File: src/hdl/sesq_pkg.sv
// ==========================================================
package sesq_pkg;

  // ==========================================================
  // register byte offsets
  localparam logic [7:0] ADDR_CTRL  = 8'h00;
  localparam logic [7:0] ADDR_SLOW  = 8'h04;
  localparam logic [7:0] ADDR_STAT  = 8'h08;
  localparam logic [7:0] ADDR_MASK  = 8'h0c;
  localparam logic [7:0] ADDR_STATE = 8'h10;
  localparam logic [7:0] ADDR_CMD   = 8'h14;

  // ==========================================================
  // control field positions and reset values
  localparam int BIT_LH_DIS     = 0;
  localparam int BIT_MON_EN     = 1;
  localparam int BIT_FMON_EN    = 2;
  localparam int BIT_DELAY_EN   = 3;
  localparam int BIT_PSEUDO_EN  = 4;
  localparam int BIT_BUS_SEL    = 5;
  localparam int BIT_MOD_SEL    = 6;
  localparam int CTRL_W         = 7;
  localparam logic [6:0] CTRL_RST = 7'h08;
  localparam int SLOW_W         = 6;
  localparam logic [5:0] SLOW_RST = 6'h00;

  // ==========================================================
  // status / mask bits and state word bits
  localparam int ST_LH_CHG  = 0;
  localparam int ST_CM_RST  = 1;
  localparam int ST_EXIT    = 2;
  localparam int STAT_W     = 3;
  localparam logic [2:0] STAT_RST = 3'h0;
  localparam int SW_LIMP    = 0;
  localparam int SW_STOPPED = 1;
  localparam int SW_XTAL    = 2;
  localparam int CMD_STOP   = 0;

  // ==========================================================
  // timing counts in prescaler ticks; the boot count is in clocks
  localparam int CNT_W = 13;
  localparam logic [12:0] LONG_CNT  = 13'h1000;
  localparam logic [12:0] SHORT_CNT = 13'h0010;
  localparam logic [1:0]  BOOT_CNT  = 2'h3;

  typedef enum logic [2:0] {S_BOOT, S_RUN, S_STOP, S_WAIT, S_LIMP} sesq_state_e;

endpackage : sesq_pkg

File: src/hdl/sesq_sync.sv
`timescale 1ns/1ps
// ==========================================================
// two-flop synchroniser, one per bit
module sesq_sync #(
  parameter int W = 1
) (
  // clock and reset
  input  wire logic         mclk,
  input  wire logic         sys_rst,
  // data
  input  wire logic [W-1:0] async_i,
  output logic      [W-1:0] sync_o
);

  logic [W-1:0] meta_q;

  // first stage feeds only the second stage
  always_ff @(posedge mclk or posedge sys_rst)
  begin
    if (sys_rst)
    begin
      meta_q <= '0;
      sync_o <= '0;
    end
    else
    begin
      meta_q <= async_i;
      sync_o <= meta_q;
    end
  end

endmodule : sesq_sync

File: src/hdl/sesq_presc.sv
`timescale 1ns/1ps
// ==========================================================
// prescaler tick: one pulse every div_i+1 clocks
module sesq_presc (
  // clock and reset
  input  wire logic       mclk,
  input  wire logic       sys_rst,
  // divider setting and tick
  input  wire logic [5:0] div_i,
  output logic            tick_o
);

  logic [5:0] pcnt_q;
  wire        wrap = (pcnt_q >= div_i);

  always_ff @(posedge mclk or posedge sys_rst)
  begin
    if (sys_rst)
    begin
      pcnt_q <= 6'h00;
      tick_o <= 1'b0;
    end
    else
    begin
      pcnt_q <= wrap ? 6'h00 : pcnt_q + 6'h01;
      tick_o <= wrap;
    end
  end

  AST_PRESC_RATE: assert property (@(posedge mclk) disable iff (sys_rst)
    (tick_o && div_i != 6'h00 && $stable(div_i)) |=> !tick_o)
    else $error("prescaler ticked on consecutive clocks with divider set");

endmodule : sesq_presc

File: src/hdl/sesq_top.sv
`timescale 1ns/1ps
// ==========================================================
// stop exit clock sequencer with apb register file
module sesq_top (
  // clock and reset
  input  wire logic        mclk,
  input  wire logic        sys_rst,
  // apb slave
  input  wire logic        psel,
  input  wire logic        penable,
  input  wire logic        pwrite,
  input  wire logic [7:0]  paddr,
  input  wire logic [31:0] pwdata,
  output logic      [31:0] prdata,
  output logic             pready,
  output logic             pslverr,
  // pins and clock monitor
  input  wire logic        wake_pin,
  input  wire logic        pll_supply,
  input  wire logic        clock_monitor_ok,
  // clock control outputs
  output logic             cpu_stop,
  output logic             clock_monitor_reset,
  output logic             pll_bus_clock_select,
  output logic             module_clock_select,
  output logic             limp_home_status,
  output logic             crystal_clock_run,
  output logic             irq
);

  // ==========================================================
  // state and registers
  logic [6:0]            ctrl_q;
  logic [5:0]            slow_q;
  logic [2:0]            stat_q;
  logic [2:0]            mask_q;
  logic [12:0]           cnt_q;
  logic [12:0]           target_q;
  logic [1:0]            boot_q;
  logic                  limp_q;
  logic                  limp_d;
  sesq_pkg::sesq_state_e state_q;
  sesq_pkg::sesq_state_e state_d;
  logic                  cnt_clr;
  logic                  cm_fail;
  logic                  exit_ev;
  logic [12:0]           target_d;
  logic                  tick;
  logic                  wake_s;
  logic                  pll_s;
  logic                  mon_s;

  // ==========================================================
  // pin synchronisers and prescaler
  sesq_sync #(
    .W (3)
  ) u_sync (
    .mclk    (mclk),
    .sys_rst (sys_rst),
    .async_i ({wake_pin, pll_supply, clock_monitor_ok}),
    .sync_o  ({wake_s, pll_s, mon_s})
  );

  sesq_presc u_presc (
    .mclk    (mclk),
    .sys_rst (sys_rst),
    .div_i   (slow_q),
    .tick_o  (tick)
  );

  // ==========================================================
  // apb decode; answer comes one cycle into the access phase
  wire acc      = psel && penable;
  wire wr_en    = acc && pready && pwrite;
  wire hit_ctrl = (paddr == sesq_pkg::ADDR_CTRL);
  wire hit_slow = (paddr == sesq_pkg::ADDR_SLOW);
  wire hit_stat = (paddr == sesq_pkg::ADDR_STAT);
  wire hit_mask = (paddr == sesq_pkg::ADDR_MASK);
  wire hit_sw   = (paddr == sesq_pkg::ADDR_STATE);
  wire hit_cmd  = (paddr == sesq_pkg::ADDR_CMD);
  wire hit_any  = hit_ctrl | hit_slow | hit_stat | hit_mask | hit_sw | hit_cmd;
  wire stop_cmd = wr_en && hit_cmd && pwdata[sesq_pkg::CMD_STOP];
  wire [2:0] stat_clr = (wr_en && hit_stat) ? pwdata[2:0] : 3'h0;

  // state word seen by software
  wire [2:0] state_word = {crystal_clock_run, cpu_stop, limp_q};

  // read mux; the command register reads as zero
  wire [31:0] rdata =
    hit_ctrl ? {25'h0, ctrl_q} :
    hit_slow ? {26'h0, slow_q} :
    hit_stat ? {29'h0, stat_q} :
    hit_mask ? {29'h0, mask_q} :
    hit_sw   ? {29'h0, state_word} : 32'h0;

  // ==========================================================
  // effective settings; a dead pll supply forces limp-home off
  wire lh_dis  = ctrl_q[sesq_pkg::BIT_LH_DIS] | ~pll_s;
  wire mon_en  = ctrl_q[sesq_pkg::BIT_MON_EN] | ctrl_q[sesq_pkg::BIT_FMON_EN];
  wire dly_en  = ctrl_q[sesq_pkg::BIT_DELAY_EN];
  wire pseudo  = ctrl_q[sesq_pkg::BIT_PSEUDO_EN];
  wire can_stop = (state_q == sesq_pkg::S_RUN) || (state_q == sesq_pkg::S_LIMP);
  wire woke    = (state_q == sesq_pkg::S_STOP) && wake_s;
  wire cnt_hit = tick && (cnt_q == target_q - 13'h0001);
  wire boot_done = (boot_q == sesq_pkg::BOOT_CNT);
  // without limp the count only runs on crystal activity
  wire cnt_run = tick && (limp_q || mon_s);

  // ==========================================================
  // sequencer next state
  always_comb
  begin
    state_d  = state_q;
    limp_d   = limp_q;
    target_d = target_q;
    cnt_clr  = 1'b0;
    cm_fail  = 1'b0;
    exit_ev  = 1'b0;
    case (state_q)
      sesq_pkg::S_BOOT:
      begin
        if (boot_done)
        begin
          state_d = pll_s ? sesq_pkg::S_LIMP : sesq_pkg::S_RUN;
          limp_d  = pll_s;
          cnt_clr = 1'b1;
        end
      end
      sesq_pkg::S_RUN, sesq_pkg::S_LIMP:
      begin
        if (stop_cmd && lh_dis && mon_en)
        begin
          cm_fail = 1'b1;
        end
        else if (stop_cmd)
        begin
          state_d = sesq_pkg::S_STOP;
          cnt_clr = 1'b1;
        end
        else if (state_q == sesq_pkg::S_LIMP && cnt_hit)
        begin
          cnt_clr = 1'b1;
          if (mon_s)
          begin
            state_d = sesq_pkg::S_RUN;
            limp_d  = 1'b0;
          end
        end
      end
      sesq_pkg::S_STOP:
      begin
        if (woke && lh_dis)
        begin
          state_d = sesq_pkg::S_WAIT;
          cnt_clr = 1'b1;
          target_d = (pseudo && !dly_en) ? sesq_pkg::SHORT_CNT : sesq_pkg::LONG_CNT;
        end
        else if (woke && dly_en)
        begin
          state_d  = sesq_pkg::S_WAIT;
          limp_d   = 1'b1;
          cnt_clr  = 1'b1;
          target_d = sesq_pkg::LONG_CNT;
        end
        else if (woke)
        begin
          state_d  = sesq_pkg::S_LIMP;
          limp_d   = 1'b1;
          cnt_clr  = 1'b1;
          exit_ev  = 1'b1;
          target_d = sesq_pkg::LONG_CNT;
        end
      end
      sesq_pkg::S_WAIT:
      begin
        if (cnt_hit && (limp_q || mon_s))
        begin
          exit_ev = 1'b1;
          cnt_clr = 1'b1;
          if (!limp_q || mon_s)
          begin
            state_d = sesq_pkg::S_RUN;
            limp_d  = 1'b0;
          end
          else
          begin
            state_d = sesq_pkg::S_LIMP;
          end
        end
      end
      default:
      begin
        state_d = sesq_pkg::S_BOOT;
      end
    endcase
  end

  // ==========================================================
  // sticky events: set wins over a write-one clear
  // flag on limp change
  wire [2:0] stat_set = {exit_ev, cm_fail, limp_d != limp_q};
  wire [2:0] stat_d   = (stat_q & ~stat_clr) | stat_set;

  // outputs computed from next-state values so they leave flops
  // limp forces clock selects
  wire bus_sel_d = limp_d | ctrl_q[sesq_pkg::BIT_BUS_SEL];
  wire mod_sel_d = ~limp_d & ctrl_q[sesq_pkg::BIT_MOD_SEL];
  wire stop_d    = (state_d == sesq_pkg::S_STOP) || (state_d == sesq_pkg::S_WAIT);
  wire xtal_d    = (state_d == sesq_pkg::S_RUN) && !limp_d;

  // ==========================================================
  // apb bus handshake and read data
  always_ff @(posedge mclk or posedge sys_rst)
  begin
    if (sys_rst)
    begin
      pready  <= 1'b0;
      prdata  <= 32'h0;
      pslverr <= 1'b0;
    end
    else
    begin
      pready  <= acc && !pready;
      prdata  <= (acc && !pready && !pwrite) ? rdata : 32'h0;
      pslverr <= acc && !pready && !hit_any;
    end
  end

  // software registers
  always_ff @(posedge mclk or posedge sys_rst)
  begin
    if (sys_rst)
    begin
      ctrl_q <= sesq_pkg::CTRL_RST;
      slow_q <= sesq_pkg::SLOW_RST;
      mask_q <= sesq_pkg::STAT_RST;
      stat_q <= sesq_pkg::STAT_RST;
    end
    else
    begin
      if (wr_en && hit_ctrl)
      begin
        ctrl_q <= pwdata[6:0];
      end
      if (wr_en && hit_slow)
      begin
        slow_q <= pwdata[5:0];
      end
      if (wr_en && hit_mask)
      begin
        mask_q <= pwdata[2:0];
      end
      stat_q <= stat_d;
    end
  end

  // sequencer state and tick counter
  always_ff @(posedge mclk or posedge sys_rst)
  begin
    if (sys_rst)
    begin
      state_q  <= sesq_pkg::S_BOOT;
      limp_q   <= 1'b0;
      boot_q   <= 2'h0;
      cnt_q    <= 13'h0000;
      target_q <= sesq_pkg::LONG_CNT;
    end
    else
    begin
      state_q  <= state_d;
      limp_q   <= limp_d;
      target_q <= target_d;
      boot_q   <= boot_done ? boot_q : boot_q + 2'h1;
      cnt_q    <= cnt_clr ? 13'h0000 : (cnt_run ? cnt_q + 13'h0001 : cnt_q);
    end
  end

  // registered outputs
  always_ff @(posedge mclk or posedge sys_rst)
  begin
    if (sys_rst)
    begin
      cpu_stop             <= 1'b0;
      clock_monitor_reset  <= 1'b0;
      pll_bus_clock_select <= 1'b0;
      module_clock_select  <= 1'b0;
      limp_home_status     <= 1'b0;
      crystal_clock_run    <= 1'b0;
      irq                  <= 1'b0;
    end
    else
    begin
      cpu_stop             <= stop_d;
      clock_monitor_reset  <= cm_fail;
      pll_bus_clock_select <= bus_sel_d;
      module_clock_select  <= mod_sel_d;
      limp_home_status     <= limp_d;
      crystal_clock_run    <= xtal_d;
      irq                  <= |(stat_d & mask_q);
    end
  end

  // ==========================================================
  // checks
  AST_CM_RESET: assert property (@(posedge mclk) disable iff (sys_rst)
    (stop_cmd && can_stop && lh_dis && mon_en)
      |=> (clock_monitor_reset && !cpu_stop && stat_q[sesq_pkg::ST_CM_RST]))
    else $error("stop with monitor on did not raise monitor reset");

  AST_NO_LIMP: assert property (@(posedge mclk) disable iff (sys_rst)
    (woke && lh_dis) |=> (!limp_q && state_q == sesq_pkg::S_WAIT) [*2])
    else $error("limp clock used with limp-home disabled");

  AST_LONG_DLY: assert property (@(posedge mclk) disable iff (sys_rst)
    (woke && lh_dis && !(pseudo && !dly_en)) |=> target_q == sesq_pkg::LONG_CNT)
    else $error("long exit delay not selected");

  AST_SHORT_DLY: assert property (@(posedge mclk) disable iff (sys_rst)
    (woke && lh_dis && pseudo && !dly_en) |=> target_q == sesq_pkg::SHORT_CNT)
    else $error("short exit delay not selected");

  AST_WAIT_END: assert property (@(posedge mclk) disable iff (sys_rst)
    (state_q == sesq_pkg::S_WAIT && $past(state_q) == sesq_pkg::S_WAIT
      && state_d != sesq_pkg::S_WAIT) |-> (tick && cnt_q == target_q - 13'h0001))
    else $error("stop wait left before full count");

  AST_BOOT_LIMP: assert property (@(posedge mclk) disable iff (sys_rst)
    (state_q == sesq_pkg::S_BOOT && boot_done && pll_s) |=> (limp_q ##1 limp_home_status))
    else $error("limp-home not entered after reset");

  AST_LIMP_SEL: assert property (@(posedge mclk) disable iff (sys_rst)
    limp_home_status |-> (pll_bus_clock_select && !module_clock_select))
    else $error("clock selects not forced in limp-home");

  AST_FAST_EXIT: assert property (@(posedge mclk) disable iff (sys_rst)
    (woke && !lh_dis && !dly_en) |=> (state_q == sesq_pkg::S_LIMP && !cpu_stop))
    else $error("fast exit did not release stop at once");

  AST_LIMP_CHECK: assert property (@(posedge mclk) disable iff (sys_rst)
    (state_q == sesq_pkg::S_LIMP && cnt_hit && mon_s && !stop_cmd)
      |=> (!limp_q && state_q == sesq_pkg::S_RUN))
    else $error("limp-home not left with clock present");

  AST_LH_FLAG: assert property (@(posedge mclk) disable iff (sys_rst)
    $changed(limp_q) |-> stat_q[sesq_pkg::ST_LH_CHG])
    else $error("limp change flag not set");

endmodule : sesq_top

File: config.mk
export PLATFORM = sky130hd
export DESIGN_NAME = sesq_top
export DESIGN_NICKNAME = d
export VERILOG_FILES = /design/src/hdl/sesq_pkg.sv /design/src/hdl/sesq_sync.sv /design/src/hdl/sesq_presc.sv /design/src/hdl/sesq_top.sv
export SDC_FILE = /design/constraint.sdc
export NUM_CORES = 1
export LEC_CHECK = 0
export BUFFER_PORTS_ARGS = -buffer_cell sky130_fd_sc_hd__clkbuf_2
export CAP_MARGIN = 20
export CORE_UTILIZATION = 43
export DETAILED_ROUTE_END_ITERATION = 8
export GPL_ROUTABILITY_DRIVEN = 0
export PLACE_DENSITY = 0.65
export SETUP_SLACK_MARGIN = 0.05
export SYNTH_ARGS = -nofsm -noshare
export SYNTH_HDL_FRONTEND = slang
export SYNTH_SLANG_ARGS = --single-unit
File: constraint.sdc
create_clock -name mclk -period 2.3 [get_ports mclk]
set_input_delay 0.345 -clock mclk [delete_from_list [all_inputs] [get_ports mclk]]
set_output_delay 0.345 -clock mclk [all_outputs]
set_load 0.1 [all_outputs]
==> impl_metrics.env <==
export IMPL_nets=468
export IMPL_timing_max_transition_violations_final=0
export IMPL_endpoint_kind="register"
export IMPL_finClkSkew_ps=4.63
export IMPL_route_final_wire_length_mm=7.26
export IMPL_gr_total_overflow=0
export IMPL_worst_ep_required_time_ps=2560
export IMPL_fin_hold_ws_ps=104
export IMPL_yosysTopAreaCell="sky130_fd_sc_hd__dfrtp_1"
export IMPL_async_flop_share_pct=100
export IMPL_min_path_type="input pin to register"
export IMPL_worstSetupPathType="register to register"
export IMPL_htreeDepth=3
export IMPL_remaining_drc_errors=0
export IMPL_die_h_um=93.0
export IMPL_cts_repair_resize_count=0
export IMPL_clock_fmax_ghz=0.466
export IMPL_first_global_vias=2661
export IMPL_drv_max_cap_violation_count=0
export IMPL_clock_power_share_pct=26.9
export IMPL_slew_headroom_pct=63.8
export IMPL_clkTransAtPathRegs_ps=70
export IMPL_synth_largest_type_area_fraction_pct=46.4
export IMPL_synth_most_common_cell="sky130_fd_sc_hd__dfrtp_1"
export IMPL_power_leakage_nw=2.00
export IMPL_largest_net_degree_at_the_start_of_global_routing=21
export IMPL_antenna_cells_inserted=0
export IMPL_status="finished clean"
export IMPL_timing_worst_slew_pin_value_ps=539
export IMPL_num_io_pins=89
export IMPL_p_comb_share_pct=29.8
export IMPL_power_switching_share_pct=40.1
export IMPL_synth_main_ff_cell="sky130_fd_sc_hd__dfrtp_1"
export IMPL_combined_area_of_all_synthesized_cells_mm2=0.00356
export IMPL_p_int_mw=1.99
export IMPL_drive_gt1_share_pct=20.9
export IMPL_type_of_origin_of_the_critical_path="register"
export IMPL_seq_area_mm2=0.00171
export IMPL_first_pass_grt_wire_length_mm=12.6
export IMPL_clock_sinks=68
export IMPL_clock_path_buffers=2
export IMPL_worst_skew_pair_late_latency_ps=350
export IMPL_cts_root_buffer_cell="sky130_fd_sc_hd__clkbuf_8"
export IMPL_ordered_list_of_cells_on_the_worst_path="and4_4, or3b_4, a211oi_4, buf_4, and3b_2, o41ai_1, nor3b_1"
export IMPL_cts_made_buffers=9
export IMPL_post_synth_cell_area_avg_um2=10.1
export IMPL_synth_edf_count=0
export IMPL_ys_top_cells_by_count="66 x sky130_fd_sc_hd__dfrtp_1, 47 x sky130_fd_sc_hd__nor2_1, 25 x sky130_fd_sc_hd__buf_4"
export IMPL_syn_inst=353
export IMPL_cpLargestDelayFamily="simple AND/OR/NAND/NOR gates"
export IMPL_fill_cells=766
export IMPL_effective_utilization_at_floorplan_pct=45.3
export IMPL_synth_seq_cells=68
export IMPL_timing_critical_path_arrival_ps=2410
export IMPL_worst_path_largest_cell_delay_ps=400
export IMPL_critical_path_peak_fanout=6
export IMPL_num_vias=2672
export IMPL_via_density_per_instance=5.16
export IMPL_seqPwrFrac_pct=43.2
export IMPL_total_area_of_multi_input_combinational_cells_mm2=0.00165
export IMPL_warnings_synthesis=0
export IMPL_period_minus_slack_ps=2150
export IMPL_critical_path_buf_inv_count=1
export IMPL_yosys_cell_types_count=60
export IMPL_tritoncts="built"
export IMPL_synth_yosys_seq_area_share_pct=47.9
export IMPL_timing_final_crit_share_pct=93.3
export IMPL_power_density_over_cell_area_mw_per_mm2=817
export IMPL_dieWidth_um=93.0
export IMPL_setup_repair_after_global_routing_missed_its_margin="false"
export IMPL_detailedRoute_firstPassIterationCount=4
export IMPL_number_of_port_buffers=38
export IMPL_antenna_found_initial=0
export IMPL_detailedRoute_firstIterationViolations=154
export IMPL_postRouteAntennaNets=0
export IMPL_net_switching_power_mw=1.33
export IMPL_finalHoldViolations=0
export IMPL_rows=32
export IMPL_die_area_mm2=0.00864
export IMPL_hpwlAfterDp_mm=5.49
export IMPL_area_delta_synth_final_pct=14.5
export IMPL_tns_setup_ps=0
export IMPL_design_core_area_mm2=0.00785
export IMPL_power_ir_vdd_worst_mv=0.572
export IMPL_ys_top_cells_by_area="sky130_fd_sc_hd__dfrtp_1 46%, sky130_fd_sc_hd__buf_4 5.3%, sky130_fd_sc_hd__nor2_1 5.0%"
export IMPL_drt_wirelength_per_cell_um=14.0
export IMPL_critical_path_top_delay_cell="sky130_fd_sc_hd__dfrtp_1"
export IMPL_timing_final_setup_violations=0
export IMPL_grt_util_all_layers_pct=18.9
-- registers in the layout, summed over array words and instances, names as in the netlist, 3 cells and up --
signal and count:
u_sync.meta_q 3, prdata 7, state_q 3, u_presc.pcnt_q 6, stat_q 3, u_sync.sync_o 3, slow_q 6, cnt_q 13
mask_q 3, ctrl_q 7
-- power groups by stage --
stage | Combinational, mW | Clock [mW] | Sequential (mW)
2_1_floorplan | 0.675 | 0 | 1.60
3_3_place_gp | 0.981 | 0 | 1.46
3_5_place_dp | 0.992 | 0 | 1.46
4_1_cts | 0.998 | 0.921 | 1.44
5_1_grt | 1.08 | 0.976 | 1.45
6_report | 0.992 | 0.895 | 1.44
-- stage by stage --
step | utilization, % | std cells | power [mW] | cell area (um^2) | setup WS [ps]
after CTS | 51.7 | 516 | 3.35 | 4060 | 74.7
after detailed placement | 49.3 | 499 | 2.45 | 3870 | 101
after global routing | 51.9 | 518 | 3.51 | 4070 | 53.8
after global placement | 49.3 | 499 | 2.44 | 3870 | 94.3
after floorplan | - | 377 | 2.28 | 3650 | 95.7
final | 51.9 | 518 | 3.32 | 4070 | 154
-- layout by cell type (no fill, tap or decap), types with 5 or more instances in the layout --
cell type	n
sky130_fd_sc_hd__conb_1	25
sky130_fd_sc_hd__nand2b_1	8
sky130_fd_sc_hd__buf_4	20
sky130_fd_sc_hd__inv_1	13
sky130_fd_sc_hd__mux2_1	11
sky130_fd_sc_hd__o21ai_0	7
sky130_fd_sc_hd__nand2_1	20
sky130_fd_sc_hd__clkbuf_8	10
sky130_fd_sc_hd__nand4_1	8
sky130_fd_sc_hd__nor2_1	47
sky130_fd_sc_hd__xnor2_1	8
sky130_fd_sc_hd__nand3_1	15
sky130_fd_sc_hd__clkbuf_2	38
sky130_fd_sc_hd__dfrtp_1	65
sky130_fd_sc_hd__xor2_1	11
sky130_fd_sc_hd__nor2b_1	5
sky130_fd_sc_hd__o21ai_1	9
sky130_fd_sc_hd__mux2i_1	8
sky130_fd_sc_hd__ha_1	9
-- what timing repair did --
action	4_1_cts	5_1_grt
endpoints found under the hold margin	13	0
setup buffers	0	2
hold buffers	1	0
endpoints found under the setup margin	0	1
-- final cells by class --
| cell class | instances | share of cell area [%] |
|---|---|---|
| Timing Repair Buffer | 59 | 8.60 |
| Clock buffer | 11 | 3.47 |
| Multi-Input combinational cell | 258 | 40.6 |
| Tap cell | 102 | 3.13 |
| Inverter | 15 | 1.38 |
| Clock inverter | 5 | 0.922 |
| Sequential cell | 68 | 41.9 |
-- per-layer routing --
| layer | vias to the layer above | wire length, um | track usage, % |
|---|---|---|---|
| met5 | - | 0 | 0 |
| met4 | 0 | 87 | 5.26 |
| met3 | 10 | 318 | 5.91 |
| met2 | 55 | 3620 | 31.4 |
| met1 | 1308 | 3230 | 23.8 |
| li1 | 1299 | - | - |
-- kinds of logic (layout without fill, tap and decap cells) --
group | after synthesis | in the layout | synth area share [%]
adder cells (fa/ha/maj) | 9 | 9 | 3.17
AO/OA/AOI/OAI | 51 | 51 | 9.99
other | 1 | 25 | 0.105
AND/OR/NAND/NOR | 134 | 134 | 19.9
XOR/XNOR | 19 | 19 | 4.68
buffers and inverters | 51 | 90 | 8.16
multiplexers | 20 | 20 | 6.05
flip-flops | 68 | 68 | 47.9
-- path summary, 6_finish.rpt --
| path | startpoint | slack, ps | cells after the start | endpoint |
|---|---|---|---|---|
| min in group asynchronous | sys_rst | 520 | 3 | limp_home_status$_DFF_PP0_ |
| worst min-delay path | clock_monitor_ok | 100 | 1 | u_sync.meta_q[0]$_DFF_PP0_ |
| worst max register to register | cnt_q[6]$_DFFE_PP0P_ | 150 | 7 | crystal_clock_run$_DFF_PP0_ |
| max in group asynchronous | sys_rst | 1190 | 4 | slow_q[1]$_DFFE_PP0P_ |
| worst min register to register | u_sync.meta_q[1]$_DFF_PP0_ | 360 | 0 | u_sync.sync_o[1]$_DFF_PP0_ |
| worst max-delay path | cnt_q[6]$_DFFE_PP0P_ | 150 | 7 | crystal_clock_run$_DFF_PP0_ |
-- worst reg2reg max path: stages, from the launching register on --
cell                       delay [ps]
sky130_fd_sc_hd__dfrtp_1          400
sky130_fd_sc_hd__and4_4           240
sky130_fd_sc_hd__or3b_4           380
sky130_fd_sc_hd__a211oi_4         370
sky130_fd_sc_hd__buf_4            180
sky130_fd_sc_hd__and3b_2          190
sky130_fd_sc_hd__o41ai_1           90
sky130_fd_sc_hd__nor3b_1          200
Power figures use the tool's default switching activity.
